File: config.mk
export PLATFORM = sky130hd
export DESIGN_NAME = fieldbus_remote_io_map
export DESIGN_NICKNAME = d
export VERILOG_FILES = /design/src/verilog/fieldbus_pkg.sv /design/src/verilog/occupancy_decode.sv /design/src/verilog/word_bank.sv /design/src/verilog/fieldbus_remote_io_map.sv
export VERILOG_INCLUDE_DIRS = /design/src /design/src/verilog
export SDC_FILE = /design/constraint.sdc
export NUM_CORES = 1
export LEC_CHECK = 0
export BUFFER_PORTS_ARGS = -buffer_cell sky130_fd_sc_hd__buf_4
export CORE_ASPECT_RATIO = 0.6
export CORE_MARGIN = 5
export CORE_UTILIZATION = 53
export DETAILED_ROUTE_END_ITERATION = 6
export PLACE_DENSITY_LB_ADDON = 0.12
export SYNTH_ARGS = -nofsm -noshare
export SYNTH_HDL_FRONTEND = slang
export SYNTH_SLANG_ARGS = --single-unit
File: constraint.sdc
create_clock -name clk -period 2.23 [get_ports clk]
set_input_delay 0.446 -clock clk [delete_from_list [all_inputs] [get_ports clk]]
set_output_delay 0.446 -clock clk [all_outputs]
set_load 0.02 [all_outputs]
File: src/verilog/fieldbus_regs.svh
// Purpose: Offsets, codes, reset values and timing counts for the
//          fieldbus remote station block.
// Assumes: 8-bit register address, 32-bit data, 100 MHz clock.
// Notes:   Definitions only.
`ifndef FIELDBUS_REGS_SVH
`define FIELDBUS_REGS_SVH

// ****************************************************************
// Register offsets
// ****************************************************************
`define OFS_OCC_SEL 8'h00
`define OFS_OCC_ACT 8'h04
`define OFS_CTRL 8'h08
`define OFS_STATUS 8'h0c
`define OFS_FUNC_MAP 8'h10
`define OFS_BASE 8'h14

// ****************************************************************
// Fields and reset values
// ****************************************************************
`define CTRL_DRV_RESET 0
`define CTRL_STATION_LSB 8
`define ACT_MULT_LSB 16
`define ACT_PLC 20
`define ACT_LEGACY 21
`define ACT_VER2 22
`define OCC_RST 16'h0000
`define STATION_RST 8'h01
`define FUNC_MAP_RST 21'h1a_c688

// ****************************************************************
// Occupancy codes
// ****************************************************************
`define OCC_V1_LEGACY 16'h0000
`define OCC_V1 16'h0001
`define OCC_V2_X2 16'h000c
`define OCC_V2_X4 16'h000e
`define OCC_V2_X8 16'h0012
`define OCC_PLC_V1 16'h0064
`define OCC_PLC_X4 16'h0072
`define OCC_PLC_X8 16'h0076

// ****************************************************************
// Refresh period limits
// ****************************************************************
`define CLK_MHZ 100
`define REFRESH_MIN_US 3500
`define REFRESH_MAX_US 18000
`define REFRESH_MIN_CYC (`REFRESH_MIN_US * `CLK_MHZ)
`define REFRESH_MAX_CYC (`REFRESH_MAX_US * `CLK_MHZ)

`endif

File: src/verilog/fieldbus_pkg.sv
// Purpose: Types shared by the fieldbus remote station files.
// Assumes: Nothing beyond SystemVerilog packed types.
// Notes:   Last field of each struct is bit 0.
package fieldbus_pkg;

    typedef enum logic [1:0] {
        CMD_CYCLIC,
        CMD_PROG_RD,
        CMD_PROG_WR,
        CMD_IDLE
    } link_cmd_t;

    typedef struct packed {
        logic tgl;
        link_cmd_t cmd;
        logic [7:0] station;
        logic [31:0] ry;
        logic [63:0] rww;
    } link_in_t;

    typedef struct packed {
        logic out_stop;
        logic restart;
        logic current_input_sel;
        logic second_function_sel;
        logic jog;
        logic low_speed_cmd;
        logic middle_speed_cmd;
        logic high_speed_cmd;
        logic rev;
        logic fwd;
    } drive_cmd_t;

    typedef struct packed {
        logic digital_output_zero;
        logic fault_contact_two;
        logic fault_contact_one;
        logic frequency_detect;
        logic momentary_power_loss;
        logic overload_alarm;
        logic up_to_frequency;
        logic running;
        logic rev_run;
        logic fwd_run;
    } drive_sts_t;

    typedef struct packed {
        logic wr_refused;
        logic prog_rej;
        logic per_err;
        logic stale;
    } status_t;

    typedef struct packed {
        logic valid;
        logic legacy;
        logic plc;
        logic ver2;
        logic [3:0] mult;
    } mode_t;

    typedef struct packed {
        link_in_t s1;
        link_in_t s2;
        logic tgl_prev;
        logic [31:0] ry;
        logic [63:0] rww;
        logic [31:0] rx;
        logic ack;
        logic [15:0] occ_pend;
        logic [15:0] occ_act;
        logic [7:0] station;
        logic [20:0] fmap;
        logic [20:0] cnt;
        logic seen;
        status_t sts;
        drive_cmd_t cmd;
        logic [15:0] cin;
        logic [31:0] rdata;
    } top_st_t;

endpackage : fieldbus_pkg

File: src/verilog/occupancy_decode.sv
// Purpose: Decode an occupancy setting into link mode fields.
// Assumes: Purely combinational.
// Notes:   Unlisted codes come out with valid low.
`timescale 1ns/1ps
`include "fieldbus_regs.svh"
module occupancy_decode (
    input wire logic [15:0] code,
    output fieldbus_pkg::mode_t mode
);
    always_comb begin
        mode = '0;
        mode.valid = 1'b1;
        mode.mult = 4'h1;
        case (code)
            `OCC_V1_LEGACY: mode.legacy = 1'b1;
            `OCC_V1: mode.legacy = 1'b0;
            `OCC_V2_X2: begin
                mode.ver2 = 1'b1;
                mode.mult = 4'h2;
            end
            `OCC_V2_X4: begin
                mode.ver2 = 1'b1;
                mode.mult = 4'h4;
            end
            `OCC_V2_X8: begin
                mode.ver2 = 1'b1;
                mode.mult = 4'h8;
            end
            `OCC_PLC_V1: mode.plc = 1'b1;
            `OCC_PLC_X4: begin
                mode.plc = 1'b1;
                mode.ver2 = 1'b1;
                mode.mult = 4'h4;
            end
            `OCC_PLC_X8: begin
                mode.plc = 1'b1;
                mode.ver2 = 1'b1;
                mode.mult = 4'h8;
            end
            default: mode = '0;
        endcase
    end
endmodule : occupancy_decode

File: src/verilog/word_bank.sv
// Purpose: Bank of link word registers copied on a load pulse.
// Assumes: load is a one-cycle pulse on clk.
// Notes:   Output is registered.
`timescale 1ns/1ps
module word_bank #(
    parameter int N = 4,
    parameter int W = 16
) (
    input wire logic clk,
    input wire logic rstn,
    input wire logic load,
    input wire logic [N*W-1:0] d,
    output logic [N*W-1:0] q
);
    logic [N*W-1:0] q_d;

    always_comb begin
        q_d = load ? d : q;
    end

    always_ff @(posedge clk) begin
        if (!rstn) begin
            q <= '0;
        end else begin
            q <= q_d;
        end
    end
endmodule : word_bank

File: src/verilog/fieldbus_remote_io_map.sv
// Purpose: Remote station end of a cyclic fieldbus link in a drive.
// Assumes: Link pins come from another domain; drive and controller
//          signals run on clk.
// Notes:   Frames are marked by a toggle; data must be stable first.
//
// What this block does
// - Watch refresh period; flag periods under 3.5 ms or over 18 ms.
// - Link refresh runs free of the master's program timing.
// - Program read or write requests over the link are refused.
// - Codes 0, 1, 12, 14, 18 decode to non-controller link modes.
// - Codes 100, 114, 118 expose link points to the controller.
// - New occupancy takes effect only at the next drive reset.
// - 32 bits each way, 16 for controller, 4 words each way.
// - Received bits 0 and 1 run forward/reverse, mirrored to inputs in codes 100, 114, 118.
// - Received bits 2 to 8 drive default functions, mirrored in codes 100, 114, 118.
// - In codes 0, 1, 12, 14, 18, transmit bits 5 to 9 carry power loss, frequency detect, fault and output status.
// - Only frames for the configured station are taken; base reported.
// - Bits 0, 1, 9 fixed; bits 2 to 8 reassignable.
// - Word registers copied to and from controller at each scan end.
`timescale 1ns/1ps
`include "fieldbus_regs.svh"
module fieldbus_remote_io_map #(
    parameter int unsigned MIN_CYC = `REFRESH_MIN_CYC,
    parameter int unsigned MAX_CYC = `REFRESH_MAX_CYC
) (
    input wire logic clk,
    input wire logic rstn,
    input wire logic [7:0] addr,
    input wire logic [31:0] wdata,
    input wire logic wr,
    input wire logic rd,
    output logic [31:0] rdata,
    input wire fieldbus_pkg::link_in_t link_in,
    output logic [31:0] link_rx,
    output logic [63:0] link_rwr,
    output logic link_ack_tgl,
    input wire fieldbus_pkg::drive_sts_t drive_sts,
    input wire logic [15:0] ctrl_out,
    input wire logic [63:0] ctrl_rw_out,
    input wire logic scan_end,
    output fieldbus_pkg::drive_cmd_t drive_cmd,
    output logic [15:0] ctrl_in,
    output logic [63:0] ctrl_rw_in
);
    fieldbus_pkg::top_st_t q;
    fieldbus_pkg::top_st_t n;
    fieldbus_pkg::mode_t wmode;
    fieldbus_pkg::mode_t amode;
    logic frame;
    logic cyclic;
    logic lost;
    logic [31:0] tx_img;
    logic [6:0] func;
    logic [9:0] c;

    // ************************************************************
    // Occupancy decoding
    // ************************************************************
    occupancy_decode u_wdec (
        .code(wdata[15:0]),
        .mode(wmode)
    );

    occupancy_decode u_adec (
        .code(q.occ_act),
        .mode(amode)
    );

    // ************************************************************
    // Next state
    // ************************************************************
    always_comb begin
        n = q;
        // Whole frame word crosses through two flops; the toggle
        // guard keeps it unused while its bits may still settle
        n.s1 = link_in;
        n.s2 = q.s1;
        n.tgl_prev = q.s2.tgl;
        frame = (q.s2.tgl != q.tgl_prev) && (q.s2.station == q.station);
        cyclic = frame && (q.s2.cmd == fieldbus_pkg::CMD_CYCLIC);
        lost = (q.cnt == 21'(MAX_CYC));
        if (amode.plc) begin
            tx_img = {16'h0000, ctrl_out};
        end else begin
            tx_img = {22'h00_0000, drive_sts};
        end
        if (!lost) begin
            n.cnt = q.cnt + 21'h00_0001;
        end
        if (frame) begin
            n.ack = ~q.ack;
        end
        // Program images never cross the link, only cyclic data
        if (cyclic) begin
            n.cnt = '0;
            n.seen = 1'b1;
            n.ry = q.s2.ry;
            n.rww = q.s2.rww;
            n.rx = tx_img;
        end

        // Reassignable functions: each of bits 2..8 picks a slot
        for (int f = 0; f < 7; f++) begin
            func[f] = 1'b0;
            for (int i = 0; i < 7; i++) begin
                if (q.fmap[3*i +: 3] == 3'(f) && q.ry[i+2]) begin
                    func[f] = 1'b1;
                end
            end
        end
        c = {q.ry[9], func, q.ry[1:0]};
        // Commands drop if the master stops refreshing
        n.cmd = fieldbus_pkg::drive_cmd_t'(lost ? 10'h000 : c);
        n.cin = amode.plc ? q.ry[15:0] : 16'h0000;

        // Register writes
        if (wr) begin
            case (addr)
                `OFS_OCC_SEL: begin
                    if (wmode.valid) begin
                        n.occ_pend = wdata[15:0];
                    end
                end
                `OFS_CTRL: begin
                    n.station = wdata[`CTRL_STATION_LSB +: 8];
                    if (wdata[`CTRL_DRV_RESET]) begin
                        n.occ_act = q.occ_pend;
                    end
                end
                `OFS_STATUS: n.sts = q.sts & ~wdata[3:0];
                `OFS_FUNC_MAP: n.fmap = wdata[20:0];
                default: n.fmap = q.fmap;
            endcase
        end

        // Sticky flags: a set in the clearing cycle wins
        if (wr && addr == `OFS_OCC_SEL && !wmode.valid) begin
            n.sts.wr_refused = 1'b1;
        end
        if (frame && !cyclic && q.s2.cmd != fieldbus_pkg::CMD_IDLE) begin
            n.sts.prog_rej = 1'b1;
        end
        if (cyclic && q.seen && q.cnt < 21'(MIN_CYC)) begin
            n.sts.per_err = 1'b1;
        end
        if (lost) begin
            n.sts.stale = 1'b1;
        end

        // Read data stand only in the cycle after the strobe
        n.rdata = '0;
        if (rd) begin
            case (addr)
                `OFS_OCC_SEL: n.rdata = {16'h0000, q.occ_pend};
                `OFS_OCC_ACT: begin
                    n.rdata = {16'h0000, q.occ_act};
                    n.rdata[`ACT_MULT_LSB +: 4] = amode.mult;
                    n.rdata[`ACT_PLC] = amode.plc;
                    n.rdata[`ACT_LEGACY] = amode.legacy;
                    n.rdata[`ACT_VER2] = amode.ver2;
                end
                `OFS_CTRL: n.rdata = {16'h0000, q.station, 8'h00};
                `OFS_STATUS: n.rdata = {28'h000_0000, q.sts};
                `OFS_FUNC_MAP: n.rdata = {11'h000, q.fmap};
                `OFS_BASE: n.rdata = {19'h0_0000, 8'(q.station - 8'h01),
                    5'h00};
                default: n.rdata = '0;
            endcase
        end
    end

    // ************************************************************
    // State register
    // ************************************************************
    always_ff @(posedge clk) begin
        if (!rstn) begin
            q <= '0;
            q.occ_pend <= `OCC_RST;
            q.occ_act <= `OCC_RST;
            q.station <= `STATION_RST;
            q.fmap <= `FUNC_MAP_RST;
        end else begin
            q <= n;
        end
    end

    // ************************************************************
    // Word registers, copied at each controller scan end
    // ************************************************************
    word_bank #(.N(4), .W(16)) u_rx_words (
        .clk(clk),
        .rstn(rstn),
        .load(scan_end),
        .d(q.rww),
        .q(ctrl_rw_in)
    );

    word_bank #(.N(4), .W(16)) u_tx_words (
        .clk(clk),
        .rstn(rstn),
        .load(scan_end),
        .d(ctrl_rw_out),
        .q(link_rwr)
    );

    assign rdata = q.rdata;
    assign link_rx = q.rx;
    assign link_ack_tgl = q.ack;
    assign drive_cmd = q.cmd;
    assign ctrl_in = q.cin;
endmodule : fieldbus_remote_io_map

## After elaboration in Yosys (flattened, before gate mapping)

Cells that the tools add are included.
Widths: inputs -> output; s select.

- Bits of input ports: 242
- Register bits: 569
- Logic and storage cells: 267

- Equal/unequal tests: 65
- $lt $le $gt $ge: 1
- Multiplexer cells: 61
- $add $sub $neg: 2
- Bitwise gates (word level): 4
- Reduce and logical (&&, ||, !) cells: 95

Operators by type and width:

| kind | count |
|---|---|
| $pmux 23 s6 | 1 |
| $eq 16x7->1 const B | 6 |
| $eq 16x4->1 const B | 4 |
| $eq 3x3->1 const B | 21 |
| $logic_and 1x1->1 | 57 |
| $mux 1 | 56 |
| $eq 3x2->1 const B | 14 |
| $eq 16x1->1 const B | 2 |
| $eq 16x5->1 const B | 2 |
| $logic_not 16->1 | 2 |
| $add 21x1->21 const B | 1 |
| $eq 21x21->1 const B | 1 |
| $eq 3x1->1 const B | 7 |
| $logic_not 3->1 | 7 |
| $lt 21x19->1 const B | 1 |
| $pmux 5 s4 | 1 |
| $eq 8x4->1 const B | 2 |
| $eq 8x5->1 const B | 2 |
| $mux 16 | 1 |
| $reduce_and 2->1 | 8 |
| $reduce_bool 2->1 | 8 |
| $eq 8x3->1 const B | 1 |
| $eq 8x8->1 | 1 |
| $logic_not 8->1 | 1 |
| other kinds (13) | 21 |

## Depth between registers and ports, before layout

- Depth after elaboration: 9
- Gate-level depth with buffers: 9
- Gate-level depth less buffers: 7

## Cells and area by module

Synthesis repeated with hierarchy kept, for this count alone.

- Cells, all modules: 2077
- Area, all modules: 20711.1 um^2

By module, submodules not included:

| module | cells an instance | area an instance (um^2) | times used |
|---|---|---|---|
| fieldbus_remote_io_map | 1601 | 15341.0 | 1 |
| word_bank | 206 | 2451.1 | 2 |
| occupancy_decode | 32 | 234.0 | 2 |

## Worst setup path before layout

Ideal clock, no wire load.

- Kind: input-to-reg
- Start point: input wdata[9]
- End point: register q[135] (netlist bit)
- Cell stages on the path: 7
- Path slack: 0.237 ns
- Arrival time: 1.877 ns
- Required time: 2.114 ns
- Setup time: 0.116 ns
- Path through: or4_4 > a2111oi_4 > and4_1 > buf_6 > nand2_4 > buf_6 > a31o_1

- Word-level cells in the longest chain between the ends: 4
- Elaborated cells between the ends (all ways): 11
- Classes of those cells: eq/ne (7); mux (1); reduce/logical (3)

RTL lines:

| item | RTL line | text |
|---|---|---|
| start: declaration | fieldbus_remote_io_map.sv:29 | `input wire logic [31:0] wdata,` |
| $eq 16x1->1 (tied with other cells) | occupancy_decode.sv:14 | `case (code)` |
| $reduce_or 8->1 (no line) * | - |  |
| $mux 1 * | occupancy_decode.sv:14 |  |
| $reduce_and 3->1 (no line) * | - |  |
| end signal: assignment | fieldbus_remote_io_map.sv:183 | `q <= n;` |
| end: declaration | fieldbus_remote_io_map.sv:45 | `fieldbus_pkg::top_st_t q;` |

Mark *: on every way between the ends. The rest lies on a longest branch, timed or not.
A chain may end at the register's enable or synchronous reset.

## Worst setup path after layout

- Start point: register q[111] (netlist bit)
- End point: register q[203] (netlist bit)

- Word-level cells in the longest chain between the ends: 3

RTL lines:

| item | RTL line | text |
|---|---|---|
| $eq 8x8->1 | fieldbus_remote_io_map.sv:79 | `frame = (q.s2.tgl != q.tgl_prev) && (q.s2.station == q.station);` |
| $logic_and 1x1->1 | fieldbus_remote_io_map.sv:79 |  |
| $logic_and 1x1->1 | fieldbus_remote_io_map.sv:80 | `cyclic = frame && (q.s2.cmd == fieldbus_pkg::CMD_CYCLIC);` |

No other way between the ends.

==> impl_metrics.csv <==
group,metric,value,unit
grt,grt_antenna_before_repair,1,
critical_path,cpPeakStageDelay,0.62,ns
critical_path,critical_path.cell_chain,"xnor2_1 -> nand4_1 -> or4_4 -> buf_12 -> nand2_1 -> a21oi_1",
cells_and_area,syn2layout_area_growth,24.7,%
critical_path,rr_worst_depth,6,
cells_and_area,final_cell_count_no_fill,2907,
pwr,total_power,19.7,mW
detailed_routing,vias,14949,
clocking,clk_pin_slew,0.07,ns
pwr,cellLeakagePower,10.6,nW
cells_and_area,fillers,2930,
timing,fmax,498,MHz
synth,synth.distinct_cells,73,
floorplan,core-area,36600,µm²
cells_and_area,num_antenna_cells,0,
detailed_routing,drt-initial-drc-count,1172,
timing,final-setup-viol-count,0,
cells_and_area,drive_above_1_share,0.241,
clocking,clk_path_buf_depth,3,
detailed_routing,antenna_left,0,
grt,grt_pass1_vias,14458,
timing,worst_slew_pin_slew,0.619,ns
critical_path,cp_max_fo,32,
synth,synth_seq_cells,544,
synth,synth_edf_count,0,
floorplan,die_x,259,µm
detailed_routing,first_pass_iters,7,
synth,syn_inst,2038,
critical_path,start_kind,"flip-flop",
critical_path,critical-path-slowest-cell,"or4_4",
cells_and_area,finalCoreUtilization,0.673,
place,dp_cells,2823,
clocking,clock-sinks,544,
timing,fin_worst_skew,0.0224,ns
grt,gr-usage-all-layers,0.251,
floorplan,die_y,160,µm
clocking,root_buffer,"clkbuf_16",
flow_run,maxCapViolations,0,
cells_and_area,final_nets,2613,
grt,grt_max_degree,161,
place,place_area,23000,µm²
timing,period_minus_slack,2.01,ns
worst_hold_path,min_path_type,"primary input to flip-flop",
clocking,cts_buffers,47,
floorplan,rows,54,
synth,yosys_warnings,0,
floorplan,fp.dieArea,41300,µm²
clocking,postCtsHoldBufs,0,
clocking,cts_tree,"yes",
floorplan,ioPinCount,461,
synth,synth_most_common_cell,"dfxtp_1",
critical_path,cp-end-kind,"flip-flop",
detailed_routing,drt-total-wl,53900,µm
timing,drv_slew,0,
synth,synth_top_cell_by_area,"dfxtp_1",
clocking,ctsResizeCount,0,
timing,slew_headroom,0.587,
grt,grt_overflow_total,0,
pwr,ir_drop,0.626,mV
synth,seq_area_frac_synth,0.552,
critical_path,required,2.65,ns
floorplan,initial_utilization,0.540,
status,outcome,"finished clean",
detailed_routing,drc,0,
worst_hold_path,hold_depth,2,
synth,synthFlopType,"dfxtp_1",
critical_path,arrival,2.43,ns
timing,period_share,0.901,
synth,synth_common_cells,"dfxtp_1, nand2_1, nor2_1, and2_1, mux2i_1",
timing,rsz0062_at_grt,"no",
timing,hold_viol_final,0,
synth,avgSynthCellArea,9.69,µm²
cells_and_area,fin_area,24600,µm²
pwr,cellPowerDensity,802,nW/µm²
detailed_routing,vias_per_cell,5.14,
place,io_buffers,408,
place,routabilityCongestion,0.928,
critical_path,critical_path_class,"flip-flop to flip-flop",
synth,synthTopCellsByArea,"dfxtp_1, mux2i_1, and2_1, nand2_1, nor2_1",
clocking,clk_latency,0.57,ns
place,dp_hpwl,39200,µm
detailed_routing,wl_per_cell,18.6,µm
synth,syn_area,19700,µm²
synth,synth_top_area_frac,0.552,
clocking,post_cts_buffers,0,
grt,grt_pass1_wl,83800,µm
synth,async_flop_share,0,
clocking,h-tree-depth,2,
cell families (layout without fill, tap and decap cells):
kind of cell,after synthesis,count (layout),share of synthesized area
buffers and inverters,229,570,0.0662
other,1,25,0.000190
adders and majority gates,3,3,0.00190
xor gates and xnor gates,35,35,0.0155
DFF,544,544,0.552
AOI/OAI and AO/OA,224,224,0.0693
and+or+nand+nor,829,829,0.207
muxes,173,173,0.0885
routing by layer:
metal,vias up,track usage,wire [µm]
li1,7325,-,-
met1,7027,0.371,25000
met2,508,0.372,23300
met3,87,0.0629,4300
met4,2,0.0612,1250
met5,-,0,13
placed cells by master (no fill, tap or decap), types with 4 or more instances in the layout:
cell type,netlist,final
nand2_1,236,236
nor3_1,17,17
a22oi_1,11,11
o32ai_1,4,4
buf_12,1,15
a31oi_1,15,15
xor2_1,16,16
clkbuf_8,0,7
mux2i_1,170,170
o22ai_1,7,7
clkinvlp_4,0,4
nor4_1,10,9
nand3_1,64,64
clkbuf_1,86,8
and3_1,31,31
a21oi_1,126,126
a222oi_1,4,4
conb_1,1,25
a22o_1,8,8
nor2_1,206,206
clkinv_2,0,8
bufinv_16,0,6
and2_1,187,187
clkbuf_16,0,47
o21ai_0,25,25
and4_1,4,4
nand4_1,13,13
dfxtp_1,544,544
buf_4,92,458
inv_1,10,10
nor2b_1,8,8
nand2b_1,16,16
xnor2_1,19,19
or3_1,5,5
power by group:
group	total [mW]	internal [mW]	switching [mW]	leakage [nW]
registers	10.0	9.95	0.0843	4.43
clock network	8.50	4.85	3.65	0.784
logic	1.21	0.588	0.625	5.37
stage by stage:
step                      worst slack (ns)  hold slack (ns)  setup TNS (ns)
final                                0.220           0.0781               0
after global placement              0.0277            0.414               0
after CTS                            0.218           0.0535               0
after floorplan                      0.237            0.412               0
after detailed placement          -0.00389            0.417        -0.00627
after global routing                0.0454           0.0598               0
registers in the layout, summed over array words and instances, names as in the netlist:
name	count
c	3
drive_cmd	10
u_rx_words.q	64
link_ack_tgl	1
ctrl_in	16
link_rx	16
rdata	23
q	255
n	92
u_tx_words.q	64
area by class of cell:
class,instances,area [µm²],area share
Clock buffer,62,1300,0.0529
Clock inverter,22,312,0.0127
Inverter,11,48.8,0.00198
Multi-Input combinational cell,1289,7670,0.312
Sequential cell,544,10900,0.442
Tap cell,504,631,0.0256
Timing Repair Buffer,475,3760,0.153
critical path, delay by kind of cell (launching register included):
family | cells | cell delay [ns]
and+or+nand+nor | 3 | 0.90
DFF | 1 | 0.47
AOI/OAI and AO/OA | 1 | 0.06
xor gates and xnor gates | 1 | 0.18
buffers and inverters | 1 | 0.23
path summary, 6_finish.rpt:
kind / slack [ns] / to / from
min: 0.08 / n[376] / link_in[101]
max reg2reg: 0.22 / q[203] / q[111]
min reg2reg: 0.43 / c[0] / q[339]
max: 0.22 / q[203] / q[111]
Note: power is estimated with default switching activity, not from simulation.
